$ cat config.mk
export PLATFORM = sky130hd
export DESIGN_NAME = idle_power_control
export DESIGN_NICKNAME = d
export VERILOG_FILES = /design/src/hw/idle_power_control_pkg.sv /design/src/hw/startup_timer_if.sv /design/src/hw/startup_timer.sv /design/src/hw/idle_power_control.sv
export VERILOG_INCLUDE_DIRS = /design/src /design/src/hw
export SDC_FILE = /design/constraint.sdc
export NUM_CORES = 1
export LEC_CHECK = 0
export BUFFER_PORTS_ARGS = -buffer_cell sky130_fd_sc_hd__buf_2
export CORE_MARGIN = 2
export CORE_UTILIZATION = 25
export CTS_BUF_LIST = sky130_fd_sc_hd__clkbuf_4
export CTS_CLUSTER_SIZE = 28
export DETAILED_ROUTE_END_ITERATION = 7
export PLACE_DENSITY = 0.56
export RECOVER_POWER = 25
export SYNTH_ARGS = -nofsm -noshare
export SYNTH_HDL_FRONTEND = slang
export SYNTH_SLANG_ARGS = --single-unit
$ cat constraint.sdc
create_clock -name i_clock -period 2.05 [get_ports i_clock]
set_input_delay 0.41 -clock i_clock [delete_from_list [all_inputs] [get_ports i_clock]]
set_output_delay 0.41 -clock i_clock [all_outputs]
set_load 0.01 [all_outputs]
$ cat src/hw/idle_power_control_regs.svh
// Register map, field positions and timing constants of the power control block
`ifndef IDLE_POWER_CONTROL_REGS_SVH
`define IDLE_POWER_CONTROL_REGS_SVH

// ==========================================================
// Bus geometry
`define APB_ADDR_W 12
`define APB_DATA_W 32
`define WORD_INDEX_W 10

// ==========================================================
// Register indices, byte address is four times the index
`define POWER_CONTROL_INDEX 10'h087
`define WATCHDOG_CTRL_INDEX 10'h088
`define SLEEP_STATUS_INDEX 10'h089

// ==========================================================
// Power control register fields
`define SLEEP_CPU_CLOCK_BIT 0
`define POWER_DOWN_REQUEST 1
`define SPARE_FLAG_ZERO 2
`define SPARE_FLAG_ONE 3
`define COLD_START_FLAG 4
`define WAKE_TIMING_SELECT 5
`define FRAME_ERROR_VIEW_SELECT 6
`define BAUD_DOUBLER 7
`define POWER_CONTROL_RESET 8'h00
`define COLD_START_RESET 1'b1

// ==========================================================
// Own control and status fields
`define WATCHDOG_SLEEP_RUN 0
`define WATCHDOG_CTRL_RESET 1'b0
`define STATUS_STATE_LSB 0
`define STATUS_STATE_MSB 1
`define STATUS_CPU_GATED 2
`define STATUS_WAKE_PIN 3

// ==========================================================
// Start-up timer
`define CLOCK_PERIOD_NS 25
`define STARTUP_TIME_NS 16000
`define STARTUP_CYCLES ((`STARTUP_TIME_NS + `CLOCK_PERIOD_NS - 1) / `CLOCK_PERIOD_NS)
`define STARTUP_CNT_W 10

`endif

$ cat src/hw/idle_power_control_pkg.sv
// Types shared by the power control block
package idle_power_control_pkg;

    typedef enum logic [1:0] {
        st_run = 2'b00,
        st_idle = 2'b01,
        st_power_down = 2'b10,
        st_wake_wait = 2'b11
    } power_state_e;

    typedef logic [7:0] power_control_t;

endpackage

$ cat src/hw/startup_timer_if.sv
// Handshake between the sequencer and its start-up timer
`timescale 1ns/100ps

interface startup_timer_if;
    logic start;
    logic done;

    modport ctrl (
        output start,
        input done
    );

    modport timer (
        input start,
        output done
    );
endinterface

$ cat src/hw/startup_timer.sv
// Start-up timer that counts a fixed settle time after a start pulse
`timescale 1ns/100ps
`include "idle_power_control_regs.svh"

module startup_timer (
    input wire logic i_clock,
    input wire logic i_arst_n,
    input wire logic i_clock_en,
    startup_timer_if.timer tmr
);

    logic [`STARTUP_CNT_W-1:0] count_q;
    logic [`STARTUP_CNT_W-1:0] count_d;
    logic running_q;
    logic running_d;
    logic done_q;
    logic done_d;

    // ==========================================================
    // Counter
    always_comb begin
        count_d = count_q;
        running_d = running_q;
        done_d = 1'b0;
        if (tmr.start) begin
            count_d = `STARTUP_CNT_W'(`STARTUP_CYCLES);
            running_d = 1'b1;
        end else if (running_q) begin
            if (count_q == `STARTUP_CNT_W'(1)) begin
                running_d = 1'b0;
                done_d = 1'b1;
            end
            count_d = count_q - `STARTUP_CNT_W'(1);
        end
    end

    always_ff @(posedge i_clock or negedge i_arst_n) begin
        if (!i_arst_n) begin
            count_q <= '0;
            running_q <= 1'b0;
            done_q <= 1'b0;
        end else if (i_clock_en) begin
            count_q <= count_d;
            running_q <= running_d;
            done_q <= done_d;
        end
    end

    assign tmr.done = done_q;

endmodule

$ cat src/hw/idle_power_control.sv
// Idle and power-down sequencer with its power control register on APB
//
// Contract
// Sleep bit gates off CPU clock
// CPU state held by clock gating
// Port outputs frozen while idle
// Peripheral clock runs during idle
// Watchdog in idle follows run bit
// Supply drop detector active during idle
// Enabled interrupt or reset ends idle
// Wake by interrupt requests service at once
// Hardware clears sleep bit on wake
// Power-down bit starts, cleared on wake
// Wake select: external or timed wake
// Cold flag set by power-up only; the code also lets an APB write set or clear bit 4
// Baud doubler doubles serial rate
// View select muxes serial top bit
// Register at 87H, resets 000X0000, byte-wide
// Spare flags are plain storage
// Timed wake holds clock until timer
//
// Local design decision: the APB interface to the registers.
`timescale 1ns/100ps
`include "idle_power_control_regs.svh"

module idle_power_control (
    input wire logic i_clock,
    input wire logic i_arst_n,
    input wire logic i_clock_en,
    input wire logic i_psel,
    input wire logic i_penable,
    input wire logic i_pwrite,
    input wire logic [`APB_ADDR_W-1:0] i_paddr,
    input wire logic [`APB_DATA_W-1:0] i_pwdata,
    output logic [`APB_DATA_W-1:0] o_prdata,
    output logic o_pready,
    output logic o_pslverr,
    input wire logic i_warm_reset,
    input wire logic i_wake_pin_n,
    input wire logic i_wake_pin_enable,
    input wire logic [7:0] i_irq_pending,
    input wire logic [7:0] i_irq_enable,
    input wire logic i_uart_mode_bit_low,
    input wire logic i_frame_error_flag,
    output logic o_cpu_clock_en,
    output logic o_port_hold,
    output logic o_periph_clock_en,
    output logic o_oscillator_run,
    output logic o_watchdog_run,
    output logic o_supply_drop_enable,
    output logic o_service_request,
    output logic o_baud_double,
    output logic o_serial_top_bit,
    output logic o_cold_start_flag
);

    // ==========================================================
    // Pin synchronisers
    logic warm_sync1_q;
    logic warm_sync2_q;
    logic wake_sync1_q;
    logic wake_sync2_q;
    logic wake_prev_q;
    logic warm_sync1_d;
    logic warm_sync2_d;
    logic wake_sync1_d;
    logic wake_sync2_d;
    logic wake_prev_d;
    logic wake_fall;
    logic wake_rise;

    always_comb begin
        warm_sync1_d = i_warm_reset;
        warm_sync2_d = warm_sync1_q;
        wake_sync1_d = i_wake_pin_n;
        wake_sync2_d = wake_sync1_q;
        wake_prev_d = wake_sync2_q;
    end

    always_ff @(posedge i_clock or negedge i_arst_n) begin
        if (!i_arst_n) begin
            warm_sync1_q <= 1'b0;
            warm_sync2_q <= 1'b0;
            wake_sync1_q <= 1'b1;
            wake_sync2_q <= 1'b1;
            wake_prev_q <= 1'b1;
        end else if (i_clock_en) begin
            warm_sync1_q <= warm_sync1_d;
            warm_sync2_q <= warm_sync2_d;
            wake_sync1_q <= wake_sync1_d;
            wake_sync2_q <= wake_sync2_d;
            wake_prev_q <= wake_prev_d;
        end
    end

    assign wake_fall = wake_prev_q & ~wake_sync2_q & i_wake_pin_enable;
    assign wake_rise = ~wake_prev_q & wake_sync2_q;

    // ==========================================================
    // APB slave
    logic pready_q;
    logic pready_d;
    logic pslverr_q;
    logic pslverr_d;
    logic [`APB_DATA_W-1:0] prdata_q;
    logic [`APB_DATA_W-1:0] prdata_d;
    logic [`WORD_INDEX_W-1:0] word_index;
    logic access;
    logic wr_fire;
    logic hit_power;
    logic hit_watchdog;
    logic hit_status;

    idle_power_control_pkg::power_control_t power_control_q;
    idle_power_control_pkg::power_control_t power_control_d;
    idle_power_control_pkg::power_state_e state_q;
    idle_power_control_pkg::power_state_e state_d;
    logic watchdog_ctrl_q;
    logic watchdog_ctrl_d;
    logic [`APB_DATA_W-1:0] status_word;

    assign word_index = i_paddr[`APB_ADDR_W-1:2];
    assign access = i_psel & i_penable;
    assign wr_fire = access & pready_q & i_pwrite;
    assign hit_power = (word_index == `POWER_CONTROL_INDEX);
    assign hit_watchdog = (word_index == `WATCHDOG_CTRL_INDEX);
    assign hit_status = (word_index == `SLEEP_STATUS_INDEX);

    always_comb begin
        status_word = '0;
        status_word[`STATUS_STATE_MSB:`STATUS_STATE_LSB] = state_q;
        status_word[`STATUS_CPU_GATED] = ~o_cpu_clock_en;
        status_word[`STATUS_WAKE_PIN] = wake_sync2_q;
    end

    always_comb begin
        pready_d = access & ~pready_q;
        pslverr_d = 1'b0;
        prdata_d = '0;
        if (access & ~pready_q) begin
            if (hit_power) begin
                prdata_d = {24'h000000, power_control_q};
            end else if (hit_watchdog) begin
                prdata_d[`WATCHDOG_SLEEP_RUN] = watchdog_ctrl_q;
            end else if (hit_status) begin
                prdata_d = status_word;
            end else begin
                pslverr_d = 1'b1;
            end
        end
    end

    always_ff @(posedge i_clock or negedge i_arst_n) begin
        if (!i_arst_n) begin
            pready_q <= 1'b0;
            pslverr_q <= 1'b0;
            prdata_q <= '0;
        end else if (i_clock_en) begin
            pready_q <= pready_d;
            pslverr_q <= pslverr_d;
            prdata_q <= prdata_d;
        end
    end

    // ==========================================================
    // Start-up timer
    startup_timer_if tmr_if ();
    logic tmr_start_q;
    logic tmr_start_d;

    assign tmr_if.start = tmr_start_q;

    startup_timer u_startup_timer (
        .i_clock(i_clock),
        .i_arst_n(i_arst_n),
        .i_clock_en(i_clock_en),
        .tmr(tmr_if.timer)
    );

    // ==========================================================
    // Sequencer and control registers
    logic timed_wake_q;
    logic timed_wake_d;
    logic service_d;
    logic irq_wake;

    assign irq_wake = |(i_irq_pending & i_irq_enable);

    always_comb begin
        state_d = state_q;
        power_control_d = power_control_q;
        watchdog_ctrl_d = watchdog_ctrl_q;
        timed_wake_d = timed_wake_q;
        tmr_start_d = 1'b0;
        service_d = 1'b0;
        if (wr_fire && hit_power) begin
            power_control_d = i_pwdata[7:0];
        end
        if (wr_fire && hit_watchdog) begin
            watchdog_ctrl_d = i_pwdata[`WATCHDOG_SLEEP_RUN];
        end
        case (state_q)
            idle_power_control_pkg::st_run: begin
                if (power_control_q[`POWER_DOWN_REQUEST]) begin
                    state_d = idle_power_control_pkg::st_power_down;
                end else if (power_control_q[`SLEEP_CPU_CLOCK_BIT]) begin
                    state_d = idle_power_control_pkg::st_idle;
                end
            end
            idle_power_control_pkg::st_idle: begin
                if (irq_wake) begin
                    state_d = idle_power_control_pkg::st_run;
                    power_control_d[`SLEEP_CPU_CLOCK_BIT] = 1'b0;
                    service_d = 1'b1;
                end
            end
            idle_power_control_pkg::st_power_down: begin
                if (wake_fall) begin
                    state_d = idle_power_control_pkg::st_wake_wait;
                    timed_wake_d = power_control_q[`WAKE_TIMING_SELECT];
                    tmr_start_d = power_control_q[`WAKE_TIMING_SELECT];
                end
            end
            idle_power_control_pkg::st_wake_wait: begin
                if ((timed_wake_q && tmr_if.done) || (!timed_wake_q && wake_rise)) begin
                    state_d = idle_power_control_pkg::st_run;
                    power_control_d[`POWER_DOWN_REQUEST] = 1'b0;
                    power_control_d[`SLEEP_CPU_CLOCK_BIT] = 1'b0;
                    service_d = 1'b1;
                end
            end
            default: begin
                state_d = idle_power_control_pkg::st_run;
            end
        endcase
        if (warm_sync2_q) begin
            state_d = idle_power_control_pkg::st_run;
            power_control_d = `POWER_CONTROL_RESET;
            power_control_d[`COLD_START_FLAG] = power_control_q[`COLD_START_FLAG];
            watchdog_ctrl_d = `WATCHDOG_CTRL_RESET;
            timed_wake_d = 1'b0;
            tmr_start_d = 1'b0;
            service_d = 1'b0;
        end
    end

    always_ff @(posedge i_clock or negedge i_arst_n) begin
        if (!i_arst_n) begin
            state_q <= idle_power_control_pkg::st_run;
            power_control_q <= `POWER_CONTROL_RESET | (8'h01 << `COLD_START_FLAG);
            watchdog_ctrl_q <= `WATCHDOG_CTRL_RESET;
            timed_wake_q <= 1'b0;
            tmr_start_q <= 1'b0;
        end else if (i_clock_en) begin
            state_q <= state_d;
            power_control_q <= power_control_d;
            watchdog_ctrl_q <= watchdog_ctrl_d;
            timed_wake_q <= timed_wake_d;
            tmr_start_q <= tmr_start_d;
        end
    end

    // ==========================================================
    // Registered outputs
    logic cpu_clock_en_q;
    logic port_hold_q;
    logic periph_clock_en_q;
    logic oscillator_run_q;
    logic watchdog_run_q;
    logic supply_drop_enable_q;
    logic service_q;
    logic serial_top_bit_q;
    logic cpu_clock_en_d;
    logic port_hold_d;
    logic periph_clock_en_d;
    logic oscillator_run_d;
    logic watchdog_run_d;
    logic supply_drop_enable_d;
    logic serial_top_bit_d;
    logic running_next;
    logic idle_next;

    always_comb begin
        running_next = (state_d == idle_power_control_pkg::st_run);
        idle_next = (state_d == idle_power_control_pkg::st_idle);
        cpu_clock_en_d = running_next;
        port_hold_d = ~running_next;
        periph_clock_en_d = running_next | idle_next;
        oscillator_run_d = running_next | idle_next | (state_d == idle_power_control_pkg::st_wake_wait);
        watchdog_run_d = running_next | (idle_next & watchdog_ctrl_d);
        supply_drop_enable_d = running_next | idle_next;
        serial_top_bit_d = power_control_q[`FRAME_ERROR_VIEW_SELECT] ? i_frame_error_flag
                                                                     : i_uart_mode_bit_low;
    end

    always_ff @(posedge i_clock or negedge i_arst_n) begin
        if (!i_arst_n) begin
            cpu_clock_en_q <= 1'b1;
            port_hold_q <= 1'b0;
            periph_clock_en_q <= 1'b1;
            oscillator_run_q <= 1'b1;
            watchdog_run_q <= 1'b1;
            supply_drop_enable_q <= 1'b1;
            service_q <= 1'b0;
            serial_top_bit_q <= 1'b0;
        end else if (i_clock_en) begin
            cpu_clock_en_q <= cpu_clock_en_d;
            port_hold_q <= port_hold_d;
            periph_clock_en_q <= periph_clock_en_d;
            oscillator_run_q <= oscillator_run_d;
            watchdog_run_q <= watchdog_run_d;
            supply_drop_enable_q <= supply_drop_enable_d;
            service_q <= service_d;
            serial_top_bit_q <= serial_top_bit_d;
        end
    end

    assign o_prdata = prdata_q;
    assign o_pready = pready_q;
    assign o_pslverr = pslverr_q;
    assign o_cpu_clock_en = cpu_clock_en_q;
    assign o_port_hold = port_hold_q;
    assign o_periph_clock_en = periph_clock_en_q;
    assign o_oscillator_run = oscillator_run_q;
    assign o_watchdog_run = watchdog_run_q;
    assign o_supply_drop_enable = supply_drop_enable_q;
    assign o_service_request = service_q;
    assign o_baud_double = power_control_q[`BAUD_DOUBLER];
    assign o_serial_top_bit = serial_top_bit_q;
    assign o_cold_start_flag = power_control_q[`COLD_START_FLAG];

endmodule

==> results.tsv <==
stage	metric	value	unit
logic_synthesis	Top FF cell, synth	dfrtp_1	
logic_synthesis	YS warnings	0	
clock_network	TritonCTS Buffers	5	
logic_synthesis	area share of fa/ha/maj cells after synthesis	0.0101	
layout	n_diodes	0	
clock_network	CTS Sinks	47	
worst_setup_path	Reg2Reg Depth	6	
die	Die H	103	um
logic_synthesis	#FFs+latches synth	47	
logic_synthesis	largest family of logic cells by synthesized area	compound AO/OA/AOI/OAI gates	
pwr	Pwr Total	2.44	mW
logic_synthesis	count of different cell masters after synthesis	53	
die	Die X	103	um
logic_synthesis	fraction of synthesized area in multiplexers	0.0410	
die	Core Area	9680	um^2
worst_setup_path	Data required, critical path	2.35	ns
logic_synthesis	Synth area leaders	dfrtp_1, dfstp_2, buf_4	
place	GPL Wtd Cong	0.781	
global_routing	initial antenna violation count	0	
global_routing	Overall Global Routing Usage	0.107	
clock_network	Post-CTS Setup Bufs	0	
drt	per-cell routed wire length	12.8	um
drt	DRC Markers	0	
timing	RSZ-0062 raised after global routing	no	
logic_synthesis	Synth top area share	0.394	
drt	TritonRoute pass-1 iters	4	
timing	Post-Route Setup TNS	0	ns
place	DP HPWL	4320	um
clock_network	CTS tree	built	
timing	clk_skew	0.00292	ns
timing	Final setup viols	0	
layout	Final Core Density	0.312	
logic_synthesis	Compound-Gate Fraction of Synth Area	0.186	
job	Max-Cap Viols	0	
worst_setup_path	crit path DAT	2.17	ns
logic_synthesis	Post-synth EDFFs	0	
global_routing	vias in the first global route	1841	
die	Die ar.	10700	um^2
worst_hold_path	worst hold-check path type	in -> reg	
clock_network	Clock Path Buffers	2	
place	port bufs	64	
die	Ports	115	
drt	Final ANT Viol Nets	0	
clock_network	Post-CTS Hold Buffers	0	
drt	vias after detailed routing	1990	
timing	Slew @ Worst Pin	1.17	ns
layout	Final Net Count	385	
logic_synthesis	synthesized area per cell	10.3	um^2
logic_synthesis	Post-Synthesis Cells	240	
timing	Rel. slew slack	0.218	
global_routing	gr ovfl total	0	
clock_network	Clk Latency, worst-skew pair	0.36	ns
drt	vias per cell	4.46	
die	Initial Util	0.256	
timing	Tcrit/Tclk final	0.915	
clock_network	H-tree levels	2	
clock_network	clock transition at the registers of the reported paths	0.14	ns
worst_hold_path	Cells on Worst Hold Path	2	
clock_network	CTS resizes	0	
logic_synthesis	post-synth top area cell	dfrtp_1	
pwr	Leakage	1.40	nW
logic_synthesis	asr flop ratio synth	1.00	
logic_synthesis	top-count cell post-synth	dfrtp_1	
worst_setup_path	crit-path max FO	6	
layout	share of cells above drive strength 1	0.358	
place	DP Area	2910	um^2
logic_synthesis	post-synthesis sequential area ratio	0.479	
layout	Fillers	1012	
logic_synthesis	xor/xnor share of the synthesized area	0.0106	
drt	First DRT Iteration DRCs	87	
worst_setup_path	CP Launch Type	flop	
layout	P&R area growth vs syn	22.0	%
clock_network	CTS Root Cell	clkbuf_4	
timing	Tmin final	1.87	ns
pwr	Pwr Density	809	nW/um^2
drt	Routed WL	5700	um
layout	design area	3020	um^2
global_routing	largest net degree at the start of global routing	48	
pwr	Max IR drop VDD	0.276	mV
logic_synthesis	most frequent cells after synthesis	dfrtp_1, buf_4, o21ai_0, nor2_1	
timing	FMAX	533	MHz
worst_setup_path	CP Capture Type	flop	
die	num rows	36	
logic_synthesis	Post-Synth Simple-Gate Area	0.160	
timing	Hold Vio Cnt, Final	0	
worst_setup_path	WS Path Type	reg -> reg	
logic_synthesis	synthesized cell area	2470	um^2
global_routing	first-pass GRT wire length	8960	um
status	status	finished clean	
timing	Max Slew Vio Count	0	
[registers in the layout (all words and copies together) (netlist names)]
| name | cells |
|---|---|
| wake_sync1_q | 1 |
| power_control_q | 8 |
| state_q | 2 |
| o_watchdog_run | 1 |
| u_startup_timer.running_q | 1 |
| wake_prev_q | 1 |
| timed_wake_q | 1 |
| o_cpu_clock_en | 1 |
| o_port_hold | 1 |
| u_startup_timer.count_q | 10 |
| o_pready | 1 |
| warm_sync2_q | 1 |
| o_supply_drop_enable | 1 |
| o_prdata | 8 |
| watchdog_ctrl_q | 1 |
| o_serial_top_bit | 1 |
| u_startup_timer.tmr.done | 1 |
| o_pslverr | 1 |
| o_service_request | 1 |
| warm_sync1_q | 1 |
| o_oscillator_run | 1 |
| tmr_if.start | 1 |
| wake_prev_d | 1 |
[final cells by class]
type	count	area (um^2)	share of cell area
Clock buffer	5	37.5	0.0124
Sequential cell	47	1190	0.393
Timing Repair Buffer	76	408	0.135
Clock inverter	3	67.6	0.0224
Inverter	13	48.8	0.0162
Tap cell	133	166	0.0551
Multi-Input combinational cell	169	1110	0.366
[worst paths after layout]
kind	startpoint	end	slack, ns
worst min-delay path	i_pwdata[3]	power_control_q[3]	0.27
max in group asynchronous	i_arst_n	state_q[0]	0.99
worst max-delay path	u_startup_timer.count_q[0]	u_startup_timer.count_q[6]	0.18
worst max register to register	u_startup_timer.count_q[0]	u_startup_timer.count_q[6]	0.18
worst min register to register	o_prdata[0]	o_prdata[0]	0.50
min in group asynchronous	i_arst_n	u_startup_timer.count_q[6]	0.33
[worst max-delay path: stages (launching register included)]
cell and delay (ns):
dfrtp_1 0.47, inv_1 0.11, ha_1 0.20, nand2b_1 0.08, or4_1 0.47, or3_1 0.34, a21oi_1 0.14
[placed cells by master (no fill, tap or decap), types with 2 or more instances in the layout]
master     netlist  final
nor4_4           2      2
or4b_4           2      2
or2_2            5      5
conb_1           1     24
a22o_1           9      9
ha_1             2      2
o2bb2ai_1        7      7
dfstp_2          8      8
o21ai_0         15     15
mux2_2           5      5
o41ai_1          2      2
dfrtp_1         39     39
nand2_1         12     12
buf_4           26     11
buf_2            1     64
mux2i_1          3      3
a21oi_1         13     13
clkbuf_4         0      5
nand2b_1         3      3
nor2_1          14     14
o22a_1           2      2
o22ai_1          2      2
nand3_1          3      3
bufinv_16        0      2
nand4b_1         3      3
a22oi_1          4      4
and3_1           3      3
nor4_2           1      2
nor3_1           3      3
inv_1           13     13
xnor2_1          3      3
a31oi_1          4      4
[power breakdown]
part / switching [mW] / total, mW / internal [mW]
Sequential: 0.150 / 1.23 / 1.08
Clock: 0.314 / 0.693 / 0.379
Combinational: 0.284 / 0.520 / 0.235
[metrics by stage]
step | setup slack, ns | hold slack [ns] | instances
2_1_floorplan | 0.0913 | 0.114 | 263
3_3_place_gp | -0.0411 | 0.464 | 438
3_5_place_dp | -0.0465 | 0.462 | 438
4_1_cts | 0.145 | 0.145 | 446
5_1_grt | 0.0152 | 0.245 | 446
6_report | 0.175 | 0.267 | 446
[layer usage]
metal | vias to the layer above | track usage | share of wire
li1 | 961 | - | -
met1 | 973 | 0.146 | 0.47
met2 | 54 | 0.176 | 0.49
met3 | 2 | 0.0262 | 0.043
met4 | 0 | 0.0182 | 0.0021
met5 | - | 0 | 0
[logic make-up (layout without fill, tap and decap cells)]
kind of cell,Yosys count,after routing
flip-flops,47,47
other,1,24
AO/OA/AOI/OAI,67,67
multiplexers,9,9
AND/OR/NAND/NOR,64,64
adder cells (fa/ha/maj),2,2
XOR/XNOR,3,3
buffers and inverters,47,97
No activity file was read; power rests on OpenSTA's default activity.
